==> src/verilog/sajc_defs.vh <==
// Constants for the servo auxiliary, alarm history and jog control block
`ifndef SAJC_DEFS_VH
`define SAJC_DEFS_VH

`define SAJC_CLK_HZ          100000000
`define SAJC_HOLD_MS         1000
`define SAJC_HIST_DEPTH      10
`define SAJC_SEQ_MAX         4'h9
`define SAJC_HIST_FULL       4'ha
`define SAJC_CODE_W          8
`define SAJC_NONE_CODE       8'h00
`define SAJC_FN_HISTORY      8'h00
`define SAJC_FN_JOG          8'h02
`define SAJC_FN_CLEAR        8'h06
`define SAJC_FN_PASSWORD     8'h10
`define SAJC_FORCE_ON_DIGIT  4'h7
`define SAJC_JOG_SPEED_RST   16'h01f4
`define SAJC_DIR_RST         4'h0

`define SAJC_A_CTRL          12'h000
`define SAJC_A_STATUS        12'h004
`define SAJC_A_JOGSPD        12'h008
`define SAJC_A_CFG           12'h00c
`define SAJC_A_HSEL          12'h010
`define SAJC_A_HDATA         12'h014
`define SAJC_A_IRQ_ST        12'h018
`define SAJC_A_IRQ_MASK      12'h01c
`define SAJC_A_RETAIN_BASE   12'h040
`define SAJC_A_RETAIN_TOP    12'h064

// Interrupt status bits
`define SAJC_IRQ_W           4
`define SAJC_IRQ_ALARM       0
`define SAJC_IRQ_REFUSE      1
`define SAJC_IRQ_PROTECT     2
`define SAJC_IRQ_JOGEXIT     3

`endif

==> src/verilog/sajc_control.v <==
// Operator control: function dispatch, alarm history, password protection and jog
//
// Added by the designer: the register addresses and register access over APB.
`timescale 1ns/1ps
`include "sajc_defs.vh"

module sajc_control #(
   parameter HOLD_CYCLES = (`SAJC_CLK_HZ / 1000) * `SAJC_HOLD_MS
) (
   input  wire        pclk,
   input  wire        presetn,
   input  wire        psel,
   input  wire        penable,
   input  wire        pwrite,
   input  wire [11:0] paddr,
   input  wire [31:0] pwdata,
   output reg  [31:0] prdata,
   output wire        pready,
   output wire        pslverr,
   input  wire        servo_on_input,
   input  wire        key_up,
   input  wire        key_down,
   input  wire        key_data_shift,
   input  wire        servo_toggle_key,
   input  wire        handheld_display_key,
   input  wire        handheld_enter_key,
   input  wire        alarm_valid,
   input  wire [7:0]  alarm_code,
   input  wire        alarm_from_operator,
   input  wire        alarm_reset,
   output reg         alarm_active,
   output reg         motor_power,
   output reg         motor_fwd,
   output reg         motor_rev,
   output reg  [15:0] jog_speed,
   output reg         protect_flash,
   output reg         menu_active,
   output wire        irq
);

   localparam S_MENU = 3'b001;
   localparam S_HIST = 3'b010;
   localparam S_JOG  = 3'b100;
   localparam [31:0] HOLD_LIM = HOLD_CYCLES - 1;

   // Pin synchronisers, one per key/level
   wire [6:0] pin_raw = {servo_on_input, key_up, key_down, key_data_shift,
                         servo_toggle_key, handheld_display_key, handheld_enter_key};
   reg  [6:0] sync1_q;
   reg  [6:0] sync2_q;
   reg  [6:0] prev_q;
   wire [6:0] rise = sync2_q & ~prev_q;
   wire son_s  = sync2_q[6];
   wire up_s   = sync2_q[5];
   wire dn_s   = sync2_q[4];
   wire ds_s   = sync2_q[3];

   always @(posedge pclk or negedge presetn) begin
      if (!presetn) begin
         sync1_q <= 7'h00;
         sync2_q <= 7'h00;
         prev_q  <= 7'h00;
      end else begin
         sync1_q <= pin_raw;
         sync2_q <= sync1_q;
         prev_q  <= sync2_q;
      end
   end

   // One second hold detect on data-shift: one pulse per hold
   reg [31:0] hold_cnt_q;
   reg        hold_done_q;
   wire       long_ds = ds_s && !hold_done_q && (hold_cnt_q == HOLD_LIM);

   always @(posedge pclk or negedge presetn) begin
      if (!presetn) begin
         hold_cnt_q  <= 32'h0;
         hold_done_q <= 1'b0;
      end else if (!ds_s) begin
         hold_cnt_q  <= 32'h0;
         hold_done_q <= 1'b0;
      end else if (long_ds) begin
         hold_done_q <= 1'b1;
      end else if (!hold_done_q) begin
         hold_cnt_q  <= hold_cnt_q + 32'h1;
      end
   end

   wire enter_ev = rise[0] | long_ds;
   wire disp_ev  = rise[1];
   wire tog_ev   = rise[2];

   // Registers
   reg [7:0]  fn_q;
   reg        pw_set_q;
   reg [3:0]  assign_digit_q;
   reg [3:0]  dir_digit_q;
   reg        clear_req_q;
   reg [`SAJC_IRQ_W-1:0] irq_st_q;
   reg [`SAJC_IRQ_W-1:0] irq_mask_q;
   reg [2:0]  state_q;
   reg [3:0]  view_q;
   reg [31:0] flash_cnt_q;

   // History storage; presetn clears every entry, software rewrites entries through the retain window
   // Entry i sits in byte i; each byte has its own flop set, so no shared driver
   wire [8*`SAJC_HIST_DEPTH-1:0] hist_flat;
   reg  [3:0]                    hcount_q;

   wire        wr_acc  = psel && penable && pwrite;
   wire        rd_acc  = psel && penable && !pwrite;
   wire        in_ret  = (paddr >= `SAJC_A_RETAIN_BASE) && (paddr <= `SAJC_A_RETAIN_TOP) && (paddr[1:0] == 2'b00);
   wire [3:0]  ret_idx = paddr[5:2] - 4'h0;
   wire        mapped  = (paddr == `SAJC_A_CTRL) || (paddr == `SAJC_A_STATUS) || (paddr == `SAJC_A_JOGSPD) ||
                         (paddr == `SAJC_A_CFG) || (paddr == `SAJC_A_HSEL) || (paddr == `SAJC_A_HDATA) ||
                         (paddr == `SAJC_A_IRQ_ST) || (paddr == `SAJC_A_IRQ_MASK) || in_ret;
   wire        prot_wr = wr_acc && pw_set_q && ((paddr == `SAJC_A_JOGSPD) || (paddr == `SAJC_A_CFG));
   assign pready  = 1'b1;
   assign pslverr = psel && penable && !mapped;

   wire ctrl_wr = wr_acc && (paddr == `SAJC_A_CTRL);
   wire pw_fn   = ctrl_wr && pwdata[0] && (pwdata[15:8] == `SAJC_FN_PASSWORD);
   wire clr_fn  = ctrl_wr && pwdata[0] && (pwdata[15:8] == `SAJC_FN_CLEAR);
   wire clr_go  = clr_fn && !pw_set_q;

   // Alarm capture
   wire alarm_new = alarm_valid && !alarm_from_operator;
   wire dup       = (hcount_q != 4'h0) && (hist_flat[7:0] == alarm_code);
   wire push      = alarm_new && !dup && !clr_go;

   genvar gi;
   generate
      for (gi = 0; gi < `SAJC_HIST_DEPTH; gi = gi + 1) begin : g_hist
         localparam [3:0] IDX = gi;
         reg  [7:0] entry_q;
         wire [7:0] older_in;
         if (gi == 0) begin : g_head
            assign older_in = alarm_code;
         end else begin : g_tail
            // Oldest byte simply falls off the end
            assign older_in = hist_flat[8*gi-1 -: 8];
         end
         always @(posedge pclk or negedge presetn) begin
            if (!presetn) begin
               entry_q <= `SAJC_NONE_CODE;
            end else if (clr_go) begin
               entry_q <= `SAJC_NONE_CODE;
            end else if (wr_acc && in_ret && ret_idx == IDX) begin
               entry_q <= pwdata[7:0];
            end else if (push) begin
               entry_q <= older_in;
            end
         end
         assign hist_flat[8*gi+7 -: 8] = entry_q;
      end
   endgenerate

   // Entry count; the retained image restore also restores the count
   always @(posedge pclk or negedge presetn) begin
      if (!presetn) begin
         hcount_q <= 4'h0;
      end else if (clr_go) begin
         hcount_q <= 4'h0;
      end else if (wr_acc && paddr == `SAJC_A_HSEL && pwdata[31]) begin
         hcount_q <= (pwdata[27:24] > `SAJC_SEQ_MAX) ? `SAJC_HIST_FULL : pwdata[27:24];
      end else if (push && hcount_q != `SAJC_HIST_FULL) begin
         hcount_q <= hcount_q + 4'h1;
      end
   end

   // Alarm condition; reset touches nothing in the history
   always @(posedge pclk or negedge presetn) begin
      if (!presetn)
         alarm_active <= 1'b0;
      else if (alarm_valid)
         alarm_active <= 1'b1;
      else if (alarm_reset)
         alarm_active <= 1'b0;
   end

   wire jog_block = son_s || (assign_digit_q == `SAJC_FORCE_ON_DIGIT);
   wire refuse_ev = (state_q == S_MENU) && enter_ev && fn_q == `SAJC_FN_JOG && jog_block;
   wire flash_ev  = prot_wr || (clr_fn && pw_set_q);
   // Long hold with power on only drops power, so it is no exit
   wire jog_exit  = (state_q == S_JOG) && (disp_ev || (long_ds && !motor_power));

   // Mode sequencer
   always @(posedge pclk or negedge presetn) begin
      if (!presetn) begin
         state_q     <= S_MENU;
         view_q      <= 4'h0;
         motor_power <= 1'b0;
      end else begin
         case (state_q)
            S_MENU: begin
               motor_power <= 1'b0;
               if (enter_ev && fn_q == `SAJC_FN_HISTORY) begin
                  state_q <= S_HIST;
                  view_q  <= 4'h0;
               end else if (enter_ev && fn_q == `SAJC_FN_JOG && !jog_block) begin
                  state_q <= S_JOG;
               end
            end
            S_HIST: begin
               if (enter_ev || disp_ev)
                  state_q <= S_MENU;
               else if (rise[5] && view_q != 4'h0)
                  view_q <= view_q - 4'h1;
               else if (rise[4] && view_q < `SAJC_SEQ_MAX && view_q + 4'h1 < hcount_q)
                  view_q <= view_q + 4'h1;
            end
            S_JOG: begin
               if (disp_ev) begin
                  motor_power <= 1'b0;
                  state_q     <= S_MENU;
               end else if (long_ds) begin
                  if (motor_power)
                     motor_power <= 1'b0;
                  else
                     state_q <= S_MENU;
               end else if (tog_ev) begin
                  motor_power <= ~motor_power;
               end
            end
            default: begin
               state_q     <= S_MENU;
               motor_power <= 1'b0;
            end
         endcase
      end
   end

   // Motion outputs registered from held keys
   // Any event that drops power also stops motion in the same edge
   wire run    = (state_q == S_JOG) && motor_power && !disp_ev && !long_ds && !tog_ev;
   wire rev_sw = (dir_digit_q != `SAJC_DIR_RST);
   always @(posedge pclk or negedge presetn) begin
      if (!presetn) begin
         motor_fwd   <= 1'b0;
         motor_rev   <= 1'b0;
         menu_active <= 1'b1;
      end else begin
         motor_fwd   <= run && (up_s ^ dn_s) && (up_s ^ rev_sw);
         motor_rev   <= run && (up_s ^ dn_s) && (dn_s ^ rev_sw);
         menu_active <= (state_q == S_MENU);
      end
   end

   // Software side registers
   always @(posedge pclk or negedge presetn) begin
      if (!presetn) begin
         fn_q           <= `SAJC_FN_HISTORY;
         pw_set_q       <= 1'b0;
         assign_digit_q <= 4'h0;
         dir_digit_q    <= `SAJC_DIR_RST;
         jog_speed      <= `SAJC_JOG_SPEED_RST;
         irq_mask_q     <= {`SAJC_IRQ_W{1'b0}};
         clear_req_q    <= 1'b0;
      end else begin
         clear_req_q <= clr_go;
         if (ctrl_wr) begin
            fn_q <= pwdata[15:8];
            if (pw_fn)
               pw_set_q <= pwdata[1];
         end
         if (wr_acc && paddr == `SAJC_A_JOGSPD && !pw_set_q)
            jog_speed <= pwdata[15:0];
         if (wr_acc && paddr == `SAJC_A_CFG && !pw_set_q) begin
            assign_digit_q <= pwdata[7:4];
            dir_digit_q    <= pwdata[3:0];
         end
         if (wr_acc && paddr == `SAJC_A_IRQ_MASK)
            irq_mask_q <= pwdata[`SAJC_IRQ_W-1:0];
      end
   end

   // Protection flash lasts one second
   always @(posedge pclk or negedge presetn) begin
      if (!presetn) begin
         flash_cnt_q   <= 32'h0;
         protect_flash <= 1'b0;
      end else if (flash_ev) begin
         flash_cnt_q   <= HOLD_LIM;
         protect_flash <= 1'b1;
      end else if (flash_cnt_q != 32'h0) begin
         flash_cnt_q <= flash_cnt_q - 32'h1;
      end else begin
         protect_flash <= 1'b0;
      end
   end

   // Sticky events, write one to clear; a new event wins over the clear
   wire [`SAJC_IRQ_W-1:0] ev = {jog_exit, flash_ev, refuse_ev, push};
   wire [`SAJC_IRQ_W-1:0] w1c = (wr_acc && paddr == `SAJC_A_IRQ_ST) ? pwdata[`SAJC_IRQ_W-1:0]
                                                                   : {`SAJC_IRQ_W{1'b0}};
   always @(posedge pclk or negedge presetn) begin
      if (!presetn)
         irq_st_q <= {`SAJC_IRQ_W{1'b0}};
      else
         irq_st_q <= (irq_st_q & ~w1c) | ev;
   end
   assign irq = |(irq_st_q & irq_mask_q);

   // Read mux
   wire [3:0] hsel = view_q;
   always @* begin
      prdata = 32'h0;
      if (rd_acc) begin
         if (in_ret && ret_idx < `SAJC_HIST_FULL)
            prdata = {24'h0, hist_flat[{ret_idx, 3'b000} +: 8]};
         else case (paddr)
            `SAJC_A_CTRL:     prdata = {16'h0, fn_q, 6'h0, pw_set_q, 1'b0};
            `SAJC_A_STATUS:   prdata = {22'h0, jog_block, protect_flash, alarm_active, motor_rev, motor_fwd,
                                        motor_power, state_q, clear_req_q};
            `SAJC_A_JOGSPD:   prdata = {16'h0, jog_speed};
            `SAJC_A_CFG:      prdata = {24'h0, assign_digit_q, dir_digit_q};
            `SAJC_A_HSEL:     prdata = {4'h0, hcount_q, 20'h0, hsel};
            `SAJC_A_HDATA:    prdata = {20'h0, hsel,
                                        (hsel < hcount_q) ? hist_flat[{hsel, 3'b000} +: 8] : `SAJC_NONE_CODE};
            `SAJC_A_IRQ_ST:   prdata = {28'h0, irq_st_q};
            `SAJC_A_IRQ_MASK: prdata = {28'h0, irq_mask_q};
            default:          prdata = 32'h0;
         endcase
      end
   end

endmodule

==> config.mk <==
export PLATFORM = sky130hd
export DESIGN_NAME = sajc_control
export DESIGN_NICKNAME = d
export VERILOG_FILES = /design/src/verilog/sajc_control.v
export VERILOG_INCLUDE_DIRS = /design/src /design/src/verilog
export SDC_FILE = /design/constraint.sdc
export NUM_CORES = 1
export LEC_CHECK = 0
export ABC_CLOCK_PERIOD_IN_PS = 5800
export BUFFER_PORTS_ARGS = -buffer_cell sky130_fd_sc_hd__buf_2
export CAP_MARGIN = 20
export CORE_UTILIZATION = 40
export DETAILED_ROUTE_END_ITERATION = 6
export GPL_ROUTABILITY_DRIVEN = 0
export GPL_TIMING_DRIVEN = 0
export PLACE_DENSITY = 0.68
export SLEW_MARGIN = 20
export SYNTH_ARGS = -nofsm -noshare
export SYNTH_HDL_FRONTEND = slang
export SYNTH_SLANG_ARGS = --single-unit
==> constraint.sdc <==
create_clock -name pclk -period 5.8 [get_ports pclk]
set_clock_uncertainty 0.05 [all_clocks]
set_input_delay 0.58 -clock pclk [delete_from_list [all_inputs] [get_ports pclk]]
set_output_delay 0.58 -clock pclk [all_outputs]
set_load 0.05 [all_outputs]
After elaboration in Yosys (flattened, before gate mapping)
Cells that the tools add are included.
{ "classes": {"add_sub_neg": 5, "n_lt_le_gt_ge": 7, "n_eq_ne": 38, "n_shift": 2, "mux": 66, "n_bitwise": 12, "n_reduce_logical": 112} }
{ "op_table": {"columns": ["operator", "count"], "rows": [
  ["two-way mux 8 bit", 31],
  ["one-hot mux 28 bit (8 select lines)", 1],
  ["two-way mux 32 bit", 5],
  ["indexed part select 80 x 8 -> 8 bit", 2],
  ["logical AND 1 bit", 59],
  ["two-way mux 28 bit", 2],
  ["equality test 12 x 5 -> 1 bit, second input constant", 4],
  ["two-way mux 4 bit", 9],
  ["nonzero test 3 bit", 11],
  ["adder 32 x 1 -> 32 bit, second input constant", 1],
  ["equality test 32 x 27 -> 1 bit, second input constant", 1],
  ["nonzero test 32 bit", 1],
  ["subtractor 32 x 1 -> 32 bit, second input constant", 1],
  ["equality test 12 x 4 -> 1 bit, second input constant", 2],
  ["equality test 4 x 3 -> 1 bit, second input constant", 5],
  ["two-way mux 3 bit", 6],
  ["logical OR 1 bit", 13],
  ["equality test 12 x 3 -> 1 bit, second input constant", 1],
  [">= comparator 12 x 7 -> 1 bit, second input constant", 1],
  ["less-or-equal comparator 12 x 7 -> 1 bit, second input constant", 1],
  ["zero test 1 bit", 12],
  ["zero test 12 bit", 1],
  ["nonzero test 4 bit", 3],
  ["!= test 2 bit, second input constant", 5],
  ["38 further kinds", 64]
]} }
{ "totals": {"regBits": 224, "output_inout_bits": 57, "wordCells": 275} }

Depth between registers and ports, before layout
{ "depth": {"depth_word": 12, "ltp_mapped": 13, "ltp_nobuf": 8} }

Worst setup path before layout
No wires, ideal clock.
{ "synth_timing": {"path_kind": "input to output", "from": "input paddr[8]", "to": "output prdata[4]", "arrival_time_ns": 3.107, "setup_slack_ns": 2.063, "stages": 7, "path_cell_list": "or4_1 > or3_1 > clkbuf_1 > nor2_1 > buf_2 > a21oi_1 > a31oi_1"} }
{ "synth_via": {"elab_chain_cells": 6, "elab_cells_between_ends": 16, "cone_classes": "order compare: 2; eq/ne: 7; mux: 3; reduce/logical: 4"} }
{ "synth_rtl": {"columns": ["item", "line_no", "rtl"], "rows": [
  ["from (decl)", "sajc_control.v:15", "input wire [11:0] paddr,"],
  [">= comparator 12 x 7 -> 1 bit (no source line) / less-or-equal comparator 12 x 7 -> 1 bit (equally long branches)", null, null],
  ["logical AND 1 bit (2 in series)", "sajc_control.v:112", "wire in_ret = (paddr >= `SAJC_A_RETAIN_BASE) && (paddr <= `SAJC_A_RETAIN_TOP) && (paddr[1:0] == 2'b00);"],
  ["logical AND 1 bit (no source line)", null, null],
  ["two-way mux 28 bit (*)", "sajc_control.v:309", "if (in_ret && ret_idx < `SAJC_HIST_FULL)"],
  ["two-way mux 28 bit (*)", "sajc_control.v:308", "if (rd_acc) begin"],
  ["to (decl)", "sajc_control.v:17", "output reg [31:0] prdata,"]
]} }
Mark *: on every way between the ends. The rest lies on a longest branch, timed or not.

Worst setup path after layout
{ "layout_timing": {"from": "input paddr[8]", "to": "output prdata[5]"} }
Same word-level chain as after synthesis.

==> flow_summary.ini <==
[global_routing]
antenna_found_initial = 0
grt_pass1_vias = 10600
globalRouteOverflowTotal = 0
grt_max_degree = 92
grt_use_total = 0.232
grt_first_pass_wirelength_um = 60200

[route]
drtIter0Drc = 1060
wirelength_um = 38400
drc = 5
routed_via_density = 5.97
drt_pass1_iterations = 7
drt-wirelength-per-cell_um = 21.2
ant_nets = 0
vias = 10800

[clock_tree]
path_clk_slew_ns = 0.06
cts_tree = yes
cts_max_level = 1
clk_latency_ns = 0.54
cts_hold_buf = 1
cts-root-buf = clkbuf_16
post_cts_buffers = 0
clock_sinks = 223
cts_buffers = 25
post_cts_resized = 0
clockBufferDepth = 3

[timing]
setup_violations = 0
fin_crit_ns = 4.29
relSlewSlack = 0.258
rsz0062_at_grt = no
finalWorstSetupSlack_ns = 1.51
fin_crit_sh = 0.740
drv_slew = 0
hold_ws_ns = 0.102
finalHoldViolations = 0
fmax_ghz = 0.233
worst_slew_pin_slew_ns = 1.10
tns_ns = 0

[place]
io_buffer_count = 97
placed_cells = 1769
dp_hpwl_um = 27900
dpl_cell_area_um2 = 14100
post-place-ws_ns = 1.67

[floorplan]
io-pin-count = 124
row_count = 65
dieHeight_um = 182
die_x_um = 182
die-area_um2 = 33200
core_area_um2 = 31700
start_util = 0.409

[synth]
ys_warn_count = 0
avgSynthCellArea_um2 = 10.3
ys_types = 73
synth_seq_area_share = 0.431
yosysTopAreaCell = dfrtp_1
ys.flop_type = dfrtp_1
synth_area_um2 = 13000
synth_top_area_share = 0.415
synth-edff-count = 0
async_reset_ff_frac = 1.00
synthCells = 1257
ys_seq_elements = 223
ys_top_cells_by_area = dfrtp_1 (41%), mux2i_1 (8.3%), mux4_2 (5.6%)

[power]
switching_share = 0.304
peakVddDrop_mv = 0.225
power_frac_clock = 0.351
leakagePower_nw = 6.64
pwr-share-seq = 0.442
p_int_mw = 3.40
finalPower_mw = 4.88
p_switching_mw = 1.48
p_comb_frac = 0.207
cellPowerDensity_nw_per_um2 = 325

[status]
failed_checks = DRC
outcome = finished with violations

[critical_path]
crit_arrival_ns = 3.66
crit_path_end_kind = output port
crit_required_ns = 5.17
worstPathMaxFanout = 8
critPathLaunchType = primary input
critical_path_class = in -> out

[finish]
fin_nets = 1477
fin_util = 0.473
fin_cells = 1815
layout-drive-gt1-share = 0.187
insertedDiodeCount = 0
fin_area_um2 = 15000
syn2layout_area_growth_pct = 15.7

[hold_path]
hold_path_class = in -> reg

[flow_run]
maxCapViolCount = 0
==> state kept, by name, indices dropped and copies added (netlist names), 3 cells and up <==
signal / count
assign_digit_q: 4
fn_q: 8
g_hist.entry_q: 80
flash_cnt_q: 32
dir_digit_q: 4
irq_st_q: 4
sync2_q: 7
jog_speed: 16
hold_cnt_q: 32
prev_q: 5
state_q: 3
hsel: 4
hcount_q: 4
irq_mask_q: 4
sync1_q: 7
==> power groups by stage <==
stage	logic, mW	registers, mW	clock network, mW
CTS	1.00	2.14	1.74
floorplan	0.771	2.02	0
detailed placement	0.992	2.16	0
global route	1.11	2.18	1.80
finish	1.01	2.16	1.71
global placement	0.963	2.15	0
==> cell type report <==
class,count,area [µm²]
inverter,24,90.1
fill,2970,16700
timing repair buffer,100,561
clock buffer,35,733
sequential,223,5590
buffer,93,427
clock inverter,10,158
multi-input combinational,928,6950
tap,402,503
==> layer usage <==
layer,vias to the layer above,wire (µm),global-route usage
li1,4893,-,-
met1,5344,16800,0.325
met2,514,17000,0.356
met3,89,3230,0.0431
met4,0,1440,0.0891
met5,-,0,0
==> kinds of logic after synthesis <==
family,count (synthesis),share of synthesized area
flip-flops,223,0.431
AO/OA/AOI/OAI,221,0.123
buffers and inverters,117,0.0398
multiplexers,175,0.169
XOR/XNOR,60,0.0405
other,2,0.000579
adder cells (fa/ha/maj),15,0.0145
AND/OR/NAND/NOR,444,0.181
==> cells in the final DEF, fill, tap and decap left out, types with 26 or more instances in the layout <==
master,Yosys,routed
dfrtp_1,215,215
buf_2,14,110
nor3_1,109,109
mux2i_1,107,107
a21o_1,86,86
nand2_1,82,82
nor2_1,58,58
clkbuf_1,54,57
mux2_2,36,36
xnor2_1,33,33
mux4_2,32,32
nand3_1,30,30
and2_1,29,29
xor2_1,27,27
o21ai_0,26,26
==> Yosys cell counts (4+ instances only) <==
cell / number
nor2_1: 58
nor2b_1: 14
o31ai_1: 6
dfstp_2: 8
nand2b_1: 18
and2_1: 29
or4_1: 12
nor3_1: 109
buf_2: 14
o311ai_0: 8
and3_1: 9
a31oi_1: 7
o21ai_0: 26
or3_1: 16
mux2_2: 36
o221ai_1: 7
clkbuf_1: 54
a22o_1: 5
mux2i_1: 107
ha_1: 15
inv_1: 24
a21oi_1: 19
nor4_1: 27
dfrtp_1: 215
nand4_1: 11
buf_4: 14
a211oi_1: 6
a22oi_1: 12
nand3_1: 30
a221oi_1: 6
nand2_1: 82
a21o_1: 86
nor4b_1: 4
xnor2_1: 33
mux4_2: 32
o211ai_1: 7
buf_1: 10
xor2_1: 27
nor3b_1: 4
==> worst max-delay path, stage by stage <==
cell	delay (ns)
buf_2	0.10
or4_1	0.68
nor4_2	0.78
nand2b_1	0.14
a21oi_2	0.32
o311ai_0	0.25
a31oi_1	0.44
buf_2	0.35
==> worst paths after layout <==
path                                      start                          end  slack, ns  depth (start not counted)
setup / recovery                       paddr[8]                    prdata[5]       1.51                          8
hold / removal               handheld_enter_key         sync1_q[0]$_DFF_PN0_       0.10                          1
setup reg to reg            hsel[0]$_DFFE_PN0P_          hsel[2]$_DFFE_PN0P_       1.73                         12
hold reg to reg            sync1_q[0]$_DFF_PN0_         sync2_q[0]$_DFF_PN0_       0.30                          0
max in group asynchronous               presetn        menu_active$_DFF_PN1_       4.22                          3
min in group asynchronous               presetn  flash_cnt_q[13]$_DFFE_PN0P_       0.54                          2
No activity file was read; power rests on OpenSTA's default activity.
